<file path="src/core/rps_pkg.sv">
// Package: register map, field layout, constants and types of the input pin select block
// Operation
// capture5 select register bits 4:0 pick the pin feeding capture channel 5.
// capture5 select register bits 15:5 always read back as zero.
// compare fault select register bits 12:8 pick the pin for fault input B.
// compare fault select register bits 4:0 pick the pin for fault input A.
// serial port 1 select bits 12:8 pick the pin for its clear-to-send input.
// serial port 1 select bits 4:0 pick the pin for its receive input.
// serial port 2 select bits 12:8 pick the pin for its clear-to-send input.
// serial port 2 select bits 4:0 pick the pin for its receive input.
// All implemented select bits are read/write and set to one by reset.
// Dual-field registers read bits 15:13 and 7:5 as zero.
// Each peripheral input receives the level of the pin its field names.
// Code n connects pin n; codes naming no pin leave the input unconnected.
// Writes to unimplemented bits are ignored; routing changes one cycle after the write.
package rps_pkg;

  localparam int DATA_W = 32;
  localparam int STRB_W = DATA_W / 8;
  localparam int ADDR_W = 8;
  localparam int REG_W = 16;
  localparam int SEL_W = 5;
  localparam int CODE_COUNT = 2 ** SEL_W;
  localparam int RP_COUNT = 26;
  localparam int RPI_COUNT = 4;
  localparam int PIN_COUNT = RP_COUNT + RPI_COUNT;
  localparam int ROUTE_COUNT = 7;
  localparam int SEL_REG_COUNT = 4;

  localparam logic [ADDR_W-1:0] CAPTURE5_SEL_OFFSET = 8'h00;
  localparam logic [ADDR_W-1:0] FAULT_SEL_OFFSET = 8'h04;
  localparam logic [ADDR_W-1:0] PORT1_SEL_OFFSET = 8'h08;
  localparam logic [ADDR_W-1:0] PORT2_SEL_OFFSET = 8'h0c;
  localparam logic [ADDR_W-1:0] ROUTE_STATUS_OFFSET = 8'h10;
  localparam logic [ADDR_W-1:0] PIN_LEVEL_OFFSET = 8'h14;
  localparam logic [SEL_REG_COUNT-1:0][ADDR_W-1:0] SEL_OFFSET = {
    PORT2_SEL_OFFSET, PORT1_SEL_OFFSET, FAULT_SEL_OFFSET, CAPTURE5_SEL_OFFSET};

  localparam int LO_FIELD_LSB = 0;
  localparam int HI_FIELD_LSB = 8;
  localparam int STATUS_CONNECTED_LSB = 8;
  localparam logic [REG_W-1:0] SINGLE_FIELD_MASK = 16'h001f;
  localparam logic [REG_W-1:0] DUAL_FIELD_MASK = 16'h1f1f;
  localparam logic [SEL_REG_COUNT-1:0][REG_W-1:0] SEL_MASK = {
    DUAL_FIELD_MASK, DUAL_FIELD_MASK, DUAL_FIELD_MASK, SINGLE_FIELD_MASK};
  localparam logic [REG_W-1:0] SINGLE_FIELD_RESET = 16'h001f;
  localparam logic [REG_W-1:0] DUAL_FIELD_RESET = 16'h1f1f;
  localparam logic [SEL_REG_COUNT-1:0][REG_W-1:0] SEL_RESET = {
    DUAL_FIELD_RESET, DUAL_FIELD_RESET, DUAL_FIELD_RESET, SINGLE_FIELD_RESET};

  localparam logic [1:0] RESP_OKAY = 2'h0;
  localparam logic [1:0] RESP_SLVERR = 2'h2;
  localparam logic UNCONNECTED_LEVEL = 1'b0;

  // Field order is the route index order, so the packed struct doubles as the mux select vector
  typedef struct packed {
    logic [SEL_W-1:0] port2_cts_pin_field;
    logic [SEL_W-1:0] port2_rx_pin_field;
    logic [SEL_W-1:0] port1_cts_pin_field;
    logic [SEL_W-1:0] port1_rx_pin_field;
    logic [SEL_W-1:0] fault_b_pin_field;
    logic [SEL_W-1:0] fault_a_pin_field;
    logic [SEL_W-1:0] capture5_pin_field;
  } rps_sel_s;

  typedef struct packed {
    logic port2_clear_to_send;
    logic port2_receive;
    logic port1_clear_to_send;
    logic port1_receive;
    logic compare_fault_input_b;
    logic compare_fault_input_a;
    logic input_capture_channel5;
  } rps_route_s;

  typedef enum {WR_COLLECT, WR_COMMIT, WR_RESP} rps_wr_state_e;
  typedef enum {RD_IDLE, RD_RESP} rps_rd_state_e;

endpackage

</file>
<file path="src/core/rps_pin_mux.sv">
// Registered pin-to-peripheral multiplexer, one lane per routed input
`timescale 1ns/1ps
module rps_pin_mux
  import rps_pkg::*;
(
  input wire logic aclk,
  input wire logic aresetn,
  input wire logic [ROUTE_COUNT*SEL_W-1:0] sel,
  input wire logic [PIN_COUNT-1:0] pins,
  output logic [ROUTE_COUNT-1:0] route_level,
  output logic [ROUTE_COUNT-1:0] route_connected
);

  logic [CODE_COUNT-1:0] pins_padded;

  // Codes past the last pin index a zero pad, so the select never leaves the vector
  assign pins_padded = {{(CODE_COUNT - PIN_COUNT){1'b0}}, pins};

  genvar g;
  generate
    for (g = 0; g < ROUTE_COUNT; g++) begin : g_lane
      logic [SEL_W-1:0] code;
      logic hit;
      assign code = sel[g*SEL_W +: SEL_W];
      assign hit = (32'(code) < PIN_COUNT);
      always_ff @(posedge aclk) begin
        if (!aresetn) begin
          route_level[g] <= UNCONNECTED_LEVEL;
          route_connected[g] <= 1'b0;
        end else begin
          route_level[g] <= hit ? pins_padded[code] : UNCONNECTED_LEVEL;
          route_connected[g] <= hit;
        end
      end
    end
  endgenerate

endmodule // rps_pin_mux

</file>
<file path="src/core/rps_top.sv">
// Input pin select block: AXI4-Lite register file and routing of pins to peripheral inputs
`timescale 1ns/1ps
module rps_top
  import rps_pkg::*;
(
  input wire logic aclk,
  input wire logic aresetn,
  input wire logic [ADDR_W-1:0] s_axi_awaddr,
  input wire logic [2:0] s_axi_awprot,
  input wire logic s_axi_awvalid,
  output logic s_axi_awready,
  input wire logic [DATA_W-1:0] s_axi_wdata,
  input wire logic [STRB_W-1:0] s_axi_wstrb,
  input wire logic s_axi_wvalid,
  output logic s_axi_wready,
  output logic [1:0] s_axi_bresp,
  output logic s_axi_bvalid,
  input wire logic s_axi_bready,
  input wire logic [ADDR_W-1:0] s_axi_araddr,
  input wire logic [2:0] s_axi_arprot,
  input wire logic s_axi_arvalid,
  output logic s_axi_arready,
  output logic [DATA_W-1:0] s_axi_rdata,
  output logic [1:0] s_axi_rresp,
  output logic s_axi_rvalid,
  input wire logic s_axi_rready,
  input wire logic [RP_COUNT-1:0] remappable_pin,
  input wire logic [RPI_COUNT-1:0] remappable_input_only_pin,
  output logic input_capture_channel5,
  output logic compare_fault_input_a,
  output logic compare_fault_input_b,
  output logic port1_receive,
  output logic port1_clear_to_send,
  output logic port2_receive,
  output logic port2_clear_to_send
);

  // Merge one write into a register: only strobed lanes and implemented bits change
  function automatic logic [REG_W-1:0] merge_word(
    input logic [REG_W-1:0] old_word,
    input logic [DATA_W-1:0] data,
    input logic [STRB_W-1:0] strb,
    input logic [REG_W-1:0] mask
  );
    logic [REG_W-1:0] lane_mask;
    lane_mask = {{8{strb[1]}}, {8{strb[0]}}} & mask;
    merge_word = (old_word & ~lane_mask) | (data[REG_W-1:0] & lane_mask);
  endfunction

  rps_wr_state_e wr_state;
  rps_rd_state_e rd_state;

  logic aw_held;
  logic w_held;
  logic [ADDR_W-1:0] wr_addr;
  logic [DATA_W-1:0] wr_data;
  logic [STRB_W-1:0] wr_strb;
  logic aw_take;
  logic w_take;
  logic ar_take;
  logic wr_commit;

  logic [SEL_REG_COUNT-1:0][REG_W-1:0] sel_word;
  logic [SEL_REG_COUNT-1:0] wr_hit;
  logic [SEL_REG_COUNT-1:0] rd_hit;
  logic wr_status_hit;
  logic wr_mapped;
  logic rd_mapped;
  logic [DATA_W-1:0] next_rdata;

  rps_sel_s sel;
  rps_route_s route;
  logic [ROUTE_COUNT-1:0] route_level;
  logic [ROUTE_COUNT-1:0] route_connected;
  logic [PIN_COUNT-1:0] pin_bus;

  // Write channels: address and data are taken independently, in either order
  assign s_axi_awready = (wr_state == WR_COLLECT) && !aw_held;
  assign s_axi_wready = (wr_state == WR_COLLECT) && !w_held;
  assign aw_take = s_axi_awvalid && s_axi_awready;
  assign w_take = s_axi_wvalid && s_axi_wready;
  assign wr_commit = (wr_state == WR_COMMIT);

  always_ff @(posedge aclk) begin
    if (!aresetn) begin
      wr_state <= WR_COLLECT;
    end else begin
      case (wr_state)
        WR_COLLECT: begin
          if ((aw_held || aw_take) && (w_held || w_take)) begin
            wr_state <= WR_COMMIT;
          end
        end
        WR_COMMIT: begin
          wr_state <= WR_RESP;
        end
        WR_RESP: begin
          if (s_axi_bready) begin
            wr_state <= WR_COLLECT;
          end
        end
        default: begin
          wr_state <= WR_COLLECT;
        end
      endcase
    end
  end

  always_ff @(posedge aclk) begin
    if (!aresetn) begin
      aw_held <= 1'b0;
      wr_addr <= '0;
    end else if (aw_take) begin
      aw_held <= 1'b1;
      wr_addr <= s_axi_awaddr;
    end else if (wr_commit) begin
      aw_held <= 1'b0;
    end
  end

  always_ff @(posedge aclk) begin
    if (!aresetn) begin
      w_held <= 1'b0;
      wr_data <= '0;
      wr_strb <= '0;
    end else if (w_take) begin
      w_held <= 1'b1;
      wr_data <= s_axi_wdata;
      wr_strb <= s_axi_wstrb;
    end else if (wr_commit) begin
      w_held <= 1'b0;
    end
  end

  // Address decode, shared by both directions; low two address bits are ignored
  genvar g;
  generate
    for (g = 0; g < SEL_REG_COUNT; g++) begin : g_sel_reg
      assign wr_hit[g] = (wr_addr[ADDR_W-1:2] == SEL_OFFSET[g][ADDR_W-1:2]);
      assign rd_hit[g] = (s_axi_araddr[ADDR_W-1:2] == SEL_OFFSET[g][ADDR_W-1:2]);

      // Select words hold ones in every field after reset, which is the unconnected code
      always_ff @(posedge aclk) begin
        if (!aresetn) begin
          sel_word[g] <= SEL_RESET[g];
        end else if (wr_commit && wr_hit[g]) begin
          sel_word[g] <= merge_word(sel_word[g], wr_data, wr_strb, SEL_MASK[g]);
        end
      end
    end
  endgenerate

  assign wr_status_hit = (wr_addr[ADDR_W-1:2] == ROUTE_STATUS_OFFSET[ADDR_W-1:2])
    || (wr_addr[ADDR_W-1:2] == PIN_LEVEL_OFFSET[ADDR_W-1:2]);
  assign wr_mapped = (|wr_hit) || wr_status_hit;

  // Write response; read-only registers accept and drop the data
  always_ff @(posedge aclk) begin
    if (!aresetn) begin
      s_axi_bvalid <= 1'b0;
      s_axi_bresp <= RESP_OKAY;
    end else if (wr_commit) begin
      s_axi_bvalid <= 1'b1;
      s_axi_bresp <= wr_mapped ? RESP_OKAY : RESP_SLVERR;
    end else if (s_axi_bvalid && s_axi_bready) begin
      s_axi_bvalid <= 1'b0;
      s_axi_bresp <= RESP_OKAY;
    end
  end

  // Field extraction into the select struct
  assign sel.capture5_pin_field = sel_word[0][LO_FIELD_LSB +: SEL_W];
  assign sel.fault_a_pin_field = sel_word[1][LO_FIELD_LSB +: SEL_W];
  assign sel.fault_b_pin_field = sel_word[1][HI_FIELD_LSB +: SEL_W];
  assign sel.port1_rx_pin_field = sel_word[2][LO_FIELD_LSB +: SEL_W];
  assign sel.port1_cts_pin_field = sel_word[2][HI_FIELD_LSB +: SEL_W];
  assign sel.port2_rx_pin_field = sel_word[3][LO_FIELD_LSB +: SEL_W];
  assign sel.port2_cts_pin_field = sel_word[3][HI_FIELD_LSB +: SEL_W];

  // Input-only pins take the codes right after the bidirectional ones
  assign pin_bus = {remappable_input_only_pin, remappable_pin};

  rps_pin_mux u_pin_mux (
    .aclk(aclk),
    .aresetn(aresetn),
    .sel(sel),
    .pins(pin_bus),
    .route_level(route_level),
    .route_connected(route_connected)
  );

  assign route = rps_route_s'(route_level);
  assign input_capture_channel5 = route.input_capture_channel5;
  assign compare_fault_input_a = route.compare_fault_input_a;
  assign compare_fault_input_b = route.compare_fault_input_b;
  assign port1_receive = route.port1_receive;
  assign port1_clear_to_send = route.port1_clear_to_send;
  assign port2_receive = route.port2_receive;
  assign port2_clear_to_send = route.port2_clear_to_send;

  // Read channel: one read at a time, data registered at acceptance
  assign s_axi_arready = (rd_state == RD_IDLE);
  assign ar_take = s_axi_arvalid && s_axi_arready;

  always_comb begin
    next_rdata = '0;
    rd_mapped = 1'b1;
    if (rd_hit[0]) begin
      next_rdata[REG_W-1:0] = sel_word[0] & SINGLE_FIELD_MASK;
    end else if (rd_hit[1]) begin
      next_rdata[REG_W-1:0] = sel_word[1] & DUAL_FIELD_MASK;
    end else if (rd_hit[2]) begin
      next_rdata[REG_W-1:0] = sel_word[2] & DUAL_FIELD_MASK;
    end else if (rd_hit[3]) begin
      next_rdata[REG_W-1:0] = sel_word[3] & DUAL_FIELD_MASK;
    end else if (s_axi_araddr[ADDR_W-1:2] == ROUTE_STATUS_OFFSET[ADDR_W-1:2]) begin
      next_rdata[ROUTE_COUNT-1:0] = route_level;
      next_rdata[STATUS_CONNECTED_LSB +: ROUTE_COUNT] = route_connected;
    end else if (s_axi_araddr[ADDR_W-1:2] == PIN_LEVEL_OFFSET[ADDR_W-1:2]) begin
      next_rdata[PIN_COUNT-1:0] = pin_bus;
    end else begin
      rd_mapped = 1'b0;
    end
  end

  always_ff @(posedge aclk) begin
    if (!aresetn) begin
      rd_state <= RD_IDLE;
    end else begin
      case (rd_state)
        RD_IDLE: begin
          if (ar_take) begin
            rd_state <= RD_RESP;
          end
        end
        RD_RESP: begin
          if (s_axi_rready) begin
            rd_state <= RD_IDLE;
          end
        end
        default: begin
          rd_state <= RD_IDLE;
        end
      endcase
    end
  end

  // Read data holds until the master takes it, so later pin changes do not tear the word
  always_ff @(posedge aclk) begin
    if (!aresetn) begin
      s_axi_rvalid <= 1'b0;
      s_axi_rdata <= '0;
      s_axi_rresp <= RESP_OKAY;
    end else if (ar_take) begin
      s_axi_rvalid <= 1'b1;
      s_axi_rdata <= next_rdata;
      s_axi_rresp <= rd_mapped ? RESP_OKAY : RESP_SLVERR;
    end else if (s_axi_rvalid && s_axi_rready) begin
      s_axi_rvalid <= 1'b0;
      s_axi_rdata <= '0;
      s_axi_rresp <= RESP_OKAY;
    end
  end

endmodule // rps_top

</file>
<file path="config.mk">
export PLATFORM = sky130hd
export DESIGN_NAME = rps_top
export DESIGN_NICKNAME = d
export VERILOG_FILES = /design/src/core/rps_pkg.sv /design/src/core/rps_pin_mux.sv /design/src/core/rps_top.sv
export SDC_FILE = /design/constraint.sdc
export NUM_CORES = 1
export LEC_CHECK = 0
export BUFFER_PORTS_ARGS = -buffer_cell sky130_fd_sc_hd__buf_2
export CAP_MARGIN = 20
export CELL_PAD_IN_SITES_DETAIL_PLACEMENT = 2
export CELL_PAD_IN_SITES_GLOBAL_PLACEMENT = 2
export CORE_AREA = 2 2 138 140
export CTS_CLUSTER_DIAMETER = 60
export CTS_CLUSTER_SIZE = 25
export DETAILED_ROUTE_END_ITERATION = 16
export DIE_AREA = 0 0 140 142
export GPL_ROUTABILITY_DRIVEN = 0
export PLACE_DENSITY_LB_ADDON = 0.1
export SLEW_MARGIN = 25
export SYNTH_ARGS = -nofsm -noshare
export SYNTH_HDL_FRONTEND = slang
export SYNTH_SLANG_ARGS = --single-unit
export TNS_END_PERCENT = 30
</file>
<file path="constraint.sdc">
create_clock -name aclk -period 2.35 [get_ports aclk]
set_input_delay 0.1175 -clock aclk [delete_from_list [all_inputs] [get_ports aclk]]
set_output_delay 0.1175 -clock aclk [all_outputs]
set_load 0.05 [all_outputs]
</file>
==> summary.txt, run 1 <==
Status
  – Status: complete, but fails checks
  – Violated checks: design-rule violations

Timing
  – Setup TNS: 0 ns
  – Fmax achieved: ~470 MHz
  – Slew headroom: between 50% and 60%
  – Fin Clk Skew: between 0.01 and 0.015 ns
  – Worst-Margin Slew: around 0.67 ns
  – RSZ-0062 raised after global routing: no
  – # setup viols final: 0
  – Max-slew violation count: 0
  – Min Clock Period, post-route: roughly 2.1 ns
  – Fin Hold WS: roughly 0.0083 ns
  – Final Cycle Share: approximately 90%
  – Fin. Hold Viols: 0

Routing
  – Remaining DRCs: 5
  – Vias per inst: 5.65
  – Drt total wl: between 20000 and 25000 µm
  – TritonRoute pass-1 iters: 13
  – Via count: 5235
  – WL/cell: about 22 µm
  – Final ANT Viol Nets: 0
  – DR iter-0 viols: 330

Floorplan
  – Core Rows: 50
  – I/O pin total: between 100 and 150
  – Die area: ~20000 µm²
  – Core Box Area: around 18000 µm²
  – Die width: ~140 µm
  – Die height: about 140 µm
  – Initial cell density of the core: 33.2%

Clock network
  – Clock Path Buffers: 2
  – Sink Count: between 100 and 150
  – CTS buffer count: 9
  – Post-CTS resize count: 0
  – CTS clock-pin slew for the worst setup and hold paths: about 0.08 ns
  – Clk_lat worst skew: between 0.3 and 0.4 ns
  – H-tree depth: 3
  – CTS tree: built
  – Root Buffer Master: clkbuf_16

Global route
  – Total congestion overflow: 0
  – Initial antenna violation count: 0
  – GRT Total Usage: 21.7%
  – Pin count of the biggest net entering global routing: 58
  – Vias in the first global route: slightly below 6000
  – First-pass GRT wire length: approximately 33000 µm

Power and ir drop
  – Psw: 0.00118 W
  – Combinational share of power: between 15 and 20%
  – Pwr Total: 0.00404 W
  – Peak supply drop: 0.351 mV
  – Switching Share: between 20 and 30%
  – Clock share of power: 38.0%
  – Internal power: roughly 0.0029 W
  – Flop pwr share: roughly 47%
  – PD cells: 564 nW/µm²
  – P_leak: slightly above 3 nW

Layout
  – Post-route cell area: 7160 µm²
  – Antenna diodes: 0
  – Area taken by flip-flops and latches: between 2000 and 2500 µm²
  – Synth-to-layout area growth: 16.8%
  – Area of the multi-input gates: between 3000 and 4000 µm²
  – Layout Nets: slightly below 800
  – Filler instances: 2009
  – Layout cells sized above 1: ~29%

Setup path
  – Critical path launch point type: flip-flop
  – Setup Crit Path Kind: flip-flop to flip-flop
  – Setup slack, reg-to-reg: 0.23 ns
  – WP data arrival: approximately 2.4 ns
  – CP Max Fanout: 11
  – Path depth of the worst reg2reg path: 4
  – Worst path slowest cell: dfxtp_1
  – Most frequent CP cell: mux4_2
  – CP endpoint: u_pin_mux.route_level[4]
  – Crit path cell chain: mux4_2 -> mux4_2 -> nor2_1 -> a311oi_1
  – Critical Path Max Stage Delay: around 0.74 ns
  – Reg-to-reg endpoint: u_pin_mux.route_level[4]
  – Critical Path RT: between 2 and 3 ns
  – Crit. End Element: flip-flop

Synth
  – Ys flop type: dfxtp_1
  – Post-synth EDFFs: 0
  – Post-Syn Area: approximately 6000 µm²
  – Mapped Avg Cell Area: around 10 µm²
  – Ys async rst share: 0%
  – Synth cell types: 52
  – Sequential share of the synthesized area: about a third
  – Synthesized flop and latch total: 106
  – Post-Synthesis Cells: ~600
  – YS warnings: 0

Run
  – Max_cap viols: 0

Min path
  – Hold/Removal Path Class: primary input to flip-flop
  – Hold Crit Depth: 3

Placement
  – HPWL after DPL: approximately 16000 µm
  – Port Buffers: 104
  – Placed Instance Area: 6710 µm²
[placed cells by master (no fill, tap or decap), types with 7 or more instances in the layout]
cell type | synthesis | final
buf_4 | 4 | 12
nand2_1 | 74 | 74
and2_1 | 8 | 8
a21oi_1 | 33 | 32
buf_2 | 10 | 104
o311ai_0 | 7 | 7
nor2_1 | 34 | 34
a41oi_1 | 7 | 7
nand3_1 | 14 | 14
o21ai_0 | 13 | 13
clkbuf_16 | 0 | 9
inv_1 | 18 | 18
mux4_2 | 54 | 54
dfxtp_1 | 106 | 106
mux2i_1 | 66 | 66
dlygate4sd3_1 | 0 | 15
a22oi_1 | 16 | 16
[worst max-delay path, delay by kind of cell, from the launching register on]
kind	cells	cell delay, ns
simple gates	1	0.12
flops	1	0.74
mux	2	1.07
compound gates	1	0.06
[logic make-up after synthesis]
| group | share of synthesized area (%) |
|---|---|
| buffers and inverters | 6.67 |
| DFF | 34.6 |
| other | 0.0612 |
| AOI/OAI and AO/OA | 13.5 |
| and+or+nand+nor | 14.0 |
| muxes | 31.2 |
[synth_stat cells, types with 3 or more instances]
| library cell | count | share of area (%) |
|---|---|---|
| o22ai_1 | 6 | 0.61 |
| a22oi_1 | 16 | 2.0 |
| nor4_1 | 5 | 0.51 |
| mux2_2 | 3 | 0.55 |
| nand2_1 | 74 | 4.5 |
| o211ai_1 | 4 | 0.49 |
| clkbuf_8 | 7 | 1.6 |
| a221oi_1 | 3 | 0.43 |
| o21a_1 | 5 | 0.61 |
| nor2_1 | 34 | 2.1 |
| buf_2 | 10 | 0.82 |
| mux2i_1 | 66 | 11 |
| nor3b_1 | 4 | 0.49 |
| nand3_1 | 14 | 1.1 |
| a41oi_1 | 7 | 1.0 |
| mux4_2 | 54 | 20 |
| nor3_1 | 4 | 0.33 |
| buf_4 | 4 | 0.49 |
| nand2b_1 | 6 | 0.61 |
| a2bb2oi_1 | 5 | 0.71 |
| o311ai_0 | 7 | 1.0 |
| a31oi_1 | 4 | 0.41 |
| nand4_1 | 3 | 0.31 |
| a21oi_1 | 33 | 2.7 |
| inv_1 | 18 | 1.1 |
| o31ai_1 | 5 | 0.61 |
| o21ai_0 | 13 | 1.1 |
| clkbuf_1 | 35 | 2.1 |
| dfxtp_1 | 106 | 35 |
| buf_1 | 3 | 0.18 |
| and2_1 | 8 | 0.82 |
| nand3b_1 | 4 | 0.49 |
| or4_1 | 3 | 0.37 |
| and4_1 | 3 | 0.43 |
| a311oi_1 | 4 | 0.57 |
[worst min path at each step]
stage,startpoint,end,slack [ns]
2_1_floorplan,s_axi_wdata[10],wr_data[10],0.25
3_3_place_gp,s_axi_awaddr[3],wr_addr[3],0.36
3_5_place_dp,s_axi_wstrb[1],wr_strb[1],0.37
4_1_cts,s_axi_awaddr[4],wr_addr[4],0.005
5_1_grt,s_axi_awaddr[4],wr_addr[4],0.02
6_report,s_axi_awaddr[4],wr_addr[4],0.008
[power by group through the flow]
stage / logic [W] / registers (W) / clock network, W
finish: 0.000608 / 0.00189 / 0.00153
global route: 0.000663 / 0.00190 / 0.00166
CTS: 0.000618 / 0.00190 / 0.00160
detailed placement: 0.000595 / 0.00194 / 0
global placement: 0.000574 / 0.00193 / 0
floorplan: 0.000372 / 0.00195 / 0
[stage by stage]
step           setup WS, ns  instances  util (%)
4_1_cts               0.219        926      38.8
3_3_place_gp          0.302        895      36.4
3_5_place_dp          0.239        895      36.4
6_report              0.230        926      38.8
2_1_floorplan        0.0149        606         -
5_1_grt              0.0863        926      38.8
[routing by layer]
layer  up-vias  global-route usage (%)  share of wire, %
met5         -                       0                 0
met4         0                    6.96               2.3
met3        36                    3.67               3.4
met2       130                    39.9                52
met1      2636                    25.9                42
li1       2433                       -                 -
[final cells by class]
class | count | area share (%)
multi-input combinational | 421 | 50.6
sequential | 106 | 29.6
timing repair buffer | 131 | 10.6
tap | 234 | 4.09
clock buffer | 10 | 3.34
inverter | 18 | 0.944
clock inverter | 6 | 0.786
[repair_timing]
item,CTS,global route
hold endpoints to repair,15,0
buffers inserted,0,0
hold buffers,15,0
Power figures use the tool's default switching activity.
==> run 2: changes to the inputs <==
--- a/config.mk
+++ b/config.mk
@@ -5,7 +5,7 @@
 export SDC_FILE = /design/constraint.sdc
 export NUM_CORES = 1
 export LEC_CHECK = 0
-export BUFFER_PORTS_ARGS = -buffer_cell sky130_fd_sc_hd__buf_2
+export BUFFER_PORTS_ARGS = -buffer_cell sky130_fd_sc_hd__buf_4
 export CAP_MARGIN = 20
 export CELL_PAD_IN_SITES_DETAIL_PLACEMENT = 2
 export CELL_PAD_IN_SITES_GLOBAL_PLACEMENT = 2
==> run 2 against run 1 <==
The flow still finishes with violations (design-rule violations). Final area grew 2.4%. Routed wire length rose by 4.0%. Clock-buffer cell count is the same. Clock skew grew 0.0010 ns. Non-clock buffer count fell by 9. Die area is the same. First-iteration DRC count decreased by 27%. Largest cell class unchanged. Largest power group unchanged.
==> summary.txt, run 2 (synthesized netlist as in run 1, its figures left out) <==
Floorplan
  – Die width: between 100 and 150 µm
  – Die area: a little under 20000 µm²
  – I/O pin total: 143
  – Core Rows: 50
  – Die height: approximately 140 µm
  – Initial cell density of the core: between 30% and 40%
  – Core Box Area: ~18000 µm²

Layout
  – Fin cells: 917
  – Filler instances: between 2000 and 2500
  – Layout cells sized above 1: 29.0%
  – Post-route cell area: approximately 7300 µm²
  – Synth-to-layout area growth: 19.5%
  – Antenna diodes: 0
  – Most frequent cells in the layout: 116 x buf_4, 106 x dfxtp_1, 74 x nand2_1
  – Most common cell after layout, fill and taps aside: buf_4
  – Area of the multi-input gates: between 3000 and 4000 µm²
  – Layout Nets: about 770
  – Area taken by flip-flops and latches: 2120 µm²

Routing
  – Vias per inst: approximately 5.8
  – WL/cell: approximately 24 µm
  – Remaining DRCs: 8
  – TritonRoute pass-1 iters: 13
  – Final ANT Viol Nets: 0
  – DR iter-0 viols: between 200 and 250
  – Drt total wl: between 20000 and 25000 µm
  – Via count: ~5300

Setup path
  – Most frequent CP cell: mux4_2
  – CP Max Fanout: 11
  – WP data arrival: approximately 2.4 ns
  – Critical Path RT: roughly 2.6 ns
  – Setup Crit Path Kind: flip-flop to flip-flop
  – Critical path launch point type: flip-flop
  – Crit. End Element: flip-flop
  – Crit path cell chain: mux4_2 -> mux4_2 -> nor2_1 -> a311oi_1
  – Worst path slowest cell: dfxtp_1
  – Critical Path Max Stage Delay: 0.73 ns

Clock network
  – CTS tree: built
  – Root Buffer Master: clkbuf_16
  – CTS buffer count: 9
  – H-tree depth: 3
  – Post-CTS Setup Inserts: 0
  – CTS clock-pin slew for the worst setup and hold paths: about 0.080 ns
  – Sink Count: about 110
  – Clk_lat worst skew: around 0.36 ns
  – Clock Path Buffers: 2

Run
  – Max_cap viols: 0

Timing
  – Min Clock Period, post-route: 2.19 ns
  – # setup viols final: 0
  – Final Cycle Share: around 93%
  – Fmax achieved: 457 MHz
  – Worst-Margin Slew: roughly 0.66 ns
  – RSZ-0062 raised after global routing: no
  – Max-slew violation count: 0
  – Fin. Hold Viols: 0
  – Slew headroom: a little under three fifths
  – Fin Clk Skew: around 0.013 ns
  – Setup TNS: 0 ns

Global route
  – First-pass GRT wire length: between 30000 and 40000 µm
  – Initial antenna violation count: 0
  – GRT Total Usage: 22.1%
  – Vias in the first global route: roughly 5700
  – Total congestion overflow: 0
  – Pin count of the biggest net entering global routing: a little under 60

Power and ir drop
  – Pwr Total: 0.00408 W
  – PD cells: about 560 nW/µm²
  – P_leak: roughly 3.1 nW
  – Peak supply drop: 0.332 mV

Min path
  – Hold/Removal Path Class: primary input to flip-flop
  – Hold path start: s_axi_wstrb[1]

Status
  – Status: complete, but fails checks
  – Violated checks: design-rule violations

Placement
  – Placed instance count: 895
  – Placed Instance Area: 6970 µm²
  – HPWL after DPL: between 15000 and 20000 µm
  – Port Buffers: about 100
-- run 2: cell count changes in the layout (fill, tap and decap cells not counted), sizes merged --
cell         change
clkinv           -1
clkinvlp         +1
dlygate4sd3      -9
-- run 2: worst max-delay path: cells and delay by family, from the launching register on --
family,cells,cell delay (ns)
muxes,2,1.08
DFF,1,0.73
and+or+nand+nor,1,0.14
AOI/OAI and AO/OA,1,0.08
-- run 2: timing repair --
action | 4_1_cts | 5_1_grt
hold endpoints to repair | 6 | 0
resized for setup | 0 | 0
hold buffers | 6 | 0
-- run 2: cell type report --
cell class              instances  share of cell area, %
repair buffers                122                   12.7
well taps                     234                   3.99
multi-input cells             421                   49.4
clock inverters                 6                  0.785
inverters                      18                  0.922
clock buffers                  10                   3.26
flip-flops and latches        106                   28.9
-- run 2: final timing paths --
kind	end	slack, ns	depth (start not counted)
worst max-delay path	u_pin_mux.route_level[5]	0.16	4
worst min-delay path	wr_strb[1]	0.006	3
worst max register to register	u_pin_mux.route_level[5]	0.16	4
worst min register to register	w_held	0.47	2
-- run 2: stage by stage --
step                      hold WS, ns  worst slack, ns  utilization [%]
final                         0.00605            0.160             39.7
after global routing          0.00119           0.0864             39.7
after CTS                    0.000819            0.177             39.7
after detailed placement        0.364            0.214             37.8
after global placement          0.358            0.293             37.8
after floorplan                 0.251           0.0149                -
-- run 2: where the power goes --
part	leakage [nW]	switching [W]	internal (W)
Clock	0.141	0.000774	0.000774
Sequential	0.860	0.0000524	0.00184
Combinational	2.09	0.000374	0.000266
-- run 2: layer usage --
layer	track usage (%)	vias up	wire (µm)
met2	41.9	135	11700
li1	-	2414	-
met1	26.1	2729	8730
met3	3.33	21	862
met4	6.17	0	305
met5	0	-	0
==> run 3: changes to the inputs <==
--- a/config.mk
+++ b/config.mk
@@ -9,13 +9,14 @@
 export CAP_MARGIN = 20
 export CELL_PAD_IN_SITES_DETAIL_PLACEMENT = 2
 export CELL_PAD_IN_SITES_GLOBAL_PLACEMENT = 2
-export CORE_AREA = 2 2 138 140
+export CORE_AREA = 2 2 146 148
 export CTS_CLUSTER_DIAMETER = 60
 export CTS_CLUSTER_SIZE = 25
 export DETAILED_ROUTE_END_ITERATION = 16
-export DIE_AREA = 0 0 140 142
+export DIE_AREA = 0 0 148 150
 export GPL_ROUTABILITY_DRIVEN = 0
 export PLACE_DENSITY_LB_ADDON = 0.1
+export SKIP_LAST_GASP = 1
 export SLEW_MARGIN = 25
 export SYNTH_ARGS = -nofsm -noshare
 export SYNTH_HDL_FRONTEND = slang
==> constraint.sdc (replaced) <==
create_clock -name aclk -period 1.8 [get_ports aclk]
set_input_delay 0.09 -clock aclk [delete_from_list [all_inputs] [get_ports aclk]]
set_output_delay 0.09 -clock aclk [all_outputs]
set_load 0.05 [all_outputs]
==> run 3 against run 2 <==
The flow finishes with violations (negative setup slack). Core utilization shrank 1.4 points. Setup slack worse by 0.21 ns. Routed wire length increased by 3.8%. Register-to-register slack got worse by 0.21 ns. Combinational power is 47% higher. Largest cell class unchanged.
==> summary.txt, run 3 (synthesized netlist as in run 1, its figures left out) <==
Power and ir drop
  – PD cells: 706 nW/µm²
  – P_leak: 3.37 nW
  – Peak supply drop: between 0.4 and 0.5 mV

Clock network
  – Sink Count: 106
  – CTS buffer count: 9
  – Root Buffer Master: clkbuf_16
  – H-tree depth: 3
  – CTS clock-pin slew for the worst setup and hold paths: ~0.090 ns
  – Clock Path Buffers: 2
  – CTS tree: built
  – Clk_lat worst skew: between 0.3 and 0.4 ns

Routing
  – Drt total wl: 22400 µm
  – DR iter-0 viols: between 300 and 400
  – Vias per inst: roughly 5.5
  – WL/cell: 22.1 µm
  – Remaining DRCs: 0
  – TritonRoute pass-1 iters: 5
  – Via count: around 5500
  – Final ANT Viol Nets: 0

Floorplan
  – Die height: ~150 µm
  – Core Box Area: a little over 20000 µm²
  – Core Rows: 53
  – I/O pin total: about 140
  – Die area: approximately 22000 µm²
  – Initial cell density of the core: 29.6%
  – Die width: ~150 µm

Timing
  – Slew headroom: 66.8%
  – Fin Clk Skew: 0.0125 ns
  – Worst-Margin Slew: 0.493 ns
  – Fin. Hold Viols: 0
  – Setup TNS: -0.0467 ns
  – PnR worst setup slack: -0.0467 ns
  – Min Clock Period, post-route: between 1.5 and 2 ns
  – Final Cycle Share: 103%
  – Fin Hold WS: around 0.0052 ns
  – # setup viols final: 1
  – Fmax achieved: ~540 MHz
  – RSZ-0062 raised after global routing: yes
  – Max-slew violation count: 0

Status
  – Status: complete, but fails checks
  – Violated checks: negative setup slack

Layout
  – Layout Nets: between 800 and 900
  – Most frequent cells in the layout: 153 x buf_4, 98 x dfxtp_1, 74 x nand2_1
  – Most common cell after layout, fill and taps aside: buf_4
  – Final core occ: between 30% and 40%
  – Layout cells sized above 1: about a third
  – Synth-to-layout area growth: 29.2%
  – Antenna diodes: 0

Run
  – Max_cap viols: 0

Global route
  – GRT Total Usage: 20.5%
  – Total congestion overflow: 0
  – Vias in the first global route: between 5000 and 6000
  – Pin count of the biggest net entering global routing: 42
  – First-pass GRT wire length: around 35000 µm
  – Initial antenna violation count: 0

Setup path
  – Critical Path Max Stage Delay: 0.61 ns
  – Crit. End Element: flip-flop
  – WP data arrival: ~2.1 ns
  – CP delay by family, top: flip-flops
  – Worst path slowest cell: dfxtp_1
  – CP Max Fanout: 8
  – Crit path cell chain: inv_1 -> o311ai_0 -> a21oi_1 -> nor4_1
  – Setup Crit Path Kind: flip-flop to flip-flop
  – Critical Path RT: around 2.0 ns
  – Critical path launch point type: flip-flop
  – CP Buf/Inv Count: 1

Placement
  – Port Buffers: roughly 100
  – HPWL after DPL: ~17000 µm

Min path
  – Hold/Removal Path Class: primary input to flip-flop
run 3: worst paths after layout:
kind / cells after the start / from / endpoint / slack [ns]
max: 4 / flip-flop / u_pin_mux.route_level[1] / -0.05
max reg2reg: 4 / flip-flop / u_pin_mux.route_level[1] / -0.05
min reg2reg: 2 / s_axi_rdata[9] / s_axi_rdata[9] / 0.46
min: 3 / s_axi_wstrb[0] / wr_strb[0] / 0.005
run 3: cell type report:
cell class | count | area (µm²)
clock buffer | 9 | 225
clock inverter | 7 | 100
inverter | 18 | 67.6
sequential | 106 | 2130
timing repair buffer | 175 | 1400
tap | 275 | 344
multi-input combinational | 421 | 3650
fill | 2267 | 12800
run 3: layer usage:
layer / vias up / global-route usage, % / routed length, µm
li1: 2519 / - / -
met1: 2803 / 25.2 / 9450
met2: 167 / 37.5 / 11600
met3: 29 / 2.65 / 984
met4: 0 / 6.00 / 356
met5: - / 0 / 0
run 3: what timing repair did:
item,in CTS,in global routing
pin swaps,0,2
setup endpoints to repair,16,26
resized for setup,4,11
endpoints found under the hold margin,17,1
buffers inserted,0,2
hold buffers,17,1
run 3: through the flow:
step	cells	setup WS [ns]	area [µm²]	total power (W)
2_1_floorplan	606	-0.0742	6160	0.00303
3_3_place_gp	975	-0.0850	7370	0.00339
3_5_place_dp	975	-0.142	7370	0.00342
4_1_cts	1008	-0.0593	7870	0.00564
5_1_grt	1011	-0.0949	7920	0.00582
6_report	1011	-0.0467	7920	0.00559
run 3: report_power, final:
part           internal [W]  switching (W)  leakage [nW]  total, W
Sequential          0.00240      0.0000622         0.857   0.00246
Clock               0.00113        0.00106         0.158   0.00219
Combinational      0.000418       0.000522          2.36  0.000940
run 3: worst register-to-register path, cell delays in order (launching register included):
cell	delay, ns
dfxtp_1	0.61
inv_1	0.17
o311ai_0	0.45
a21oi_1	0.08
nor4_1	0.39
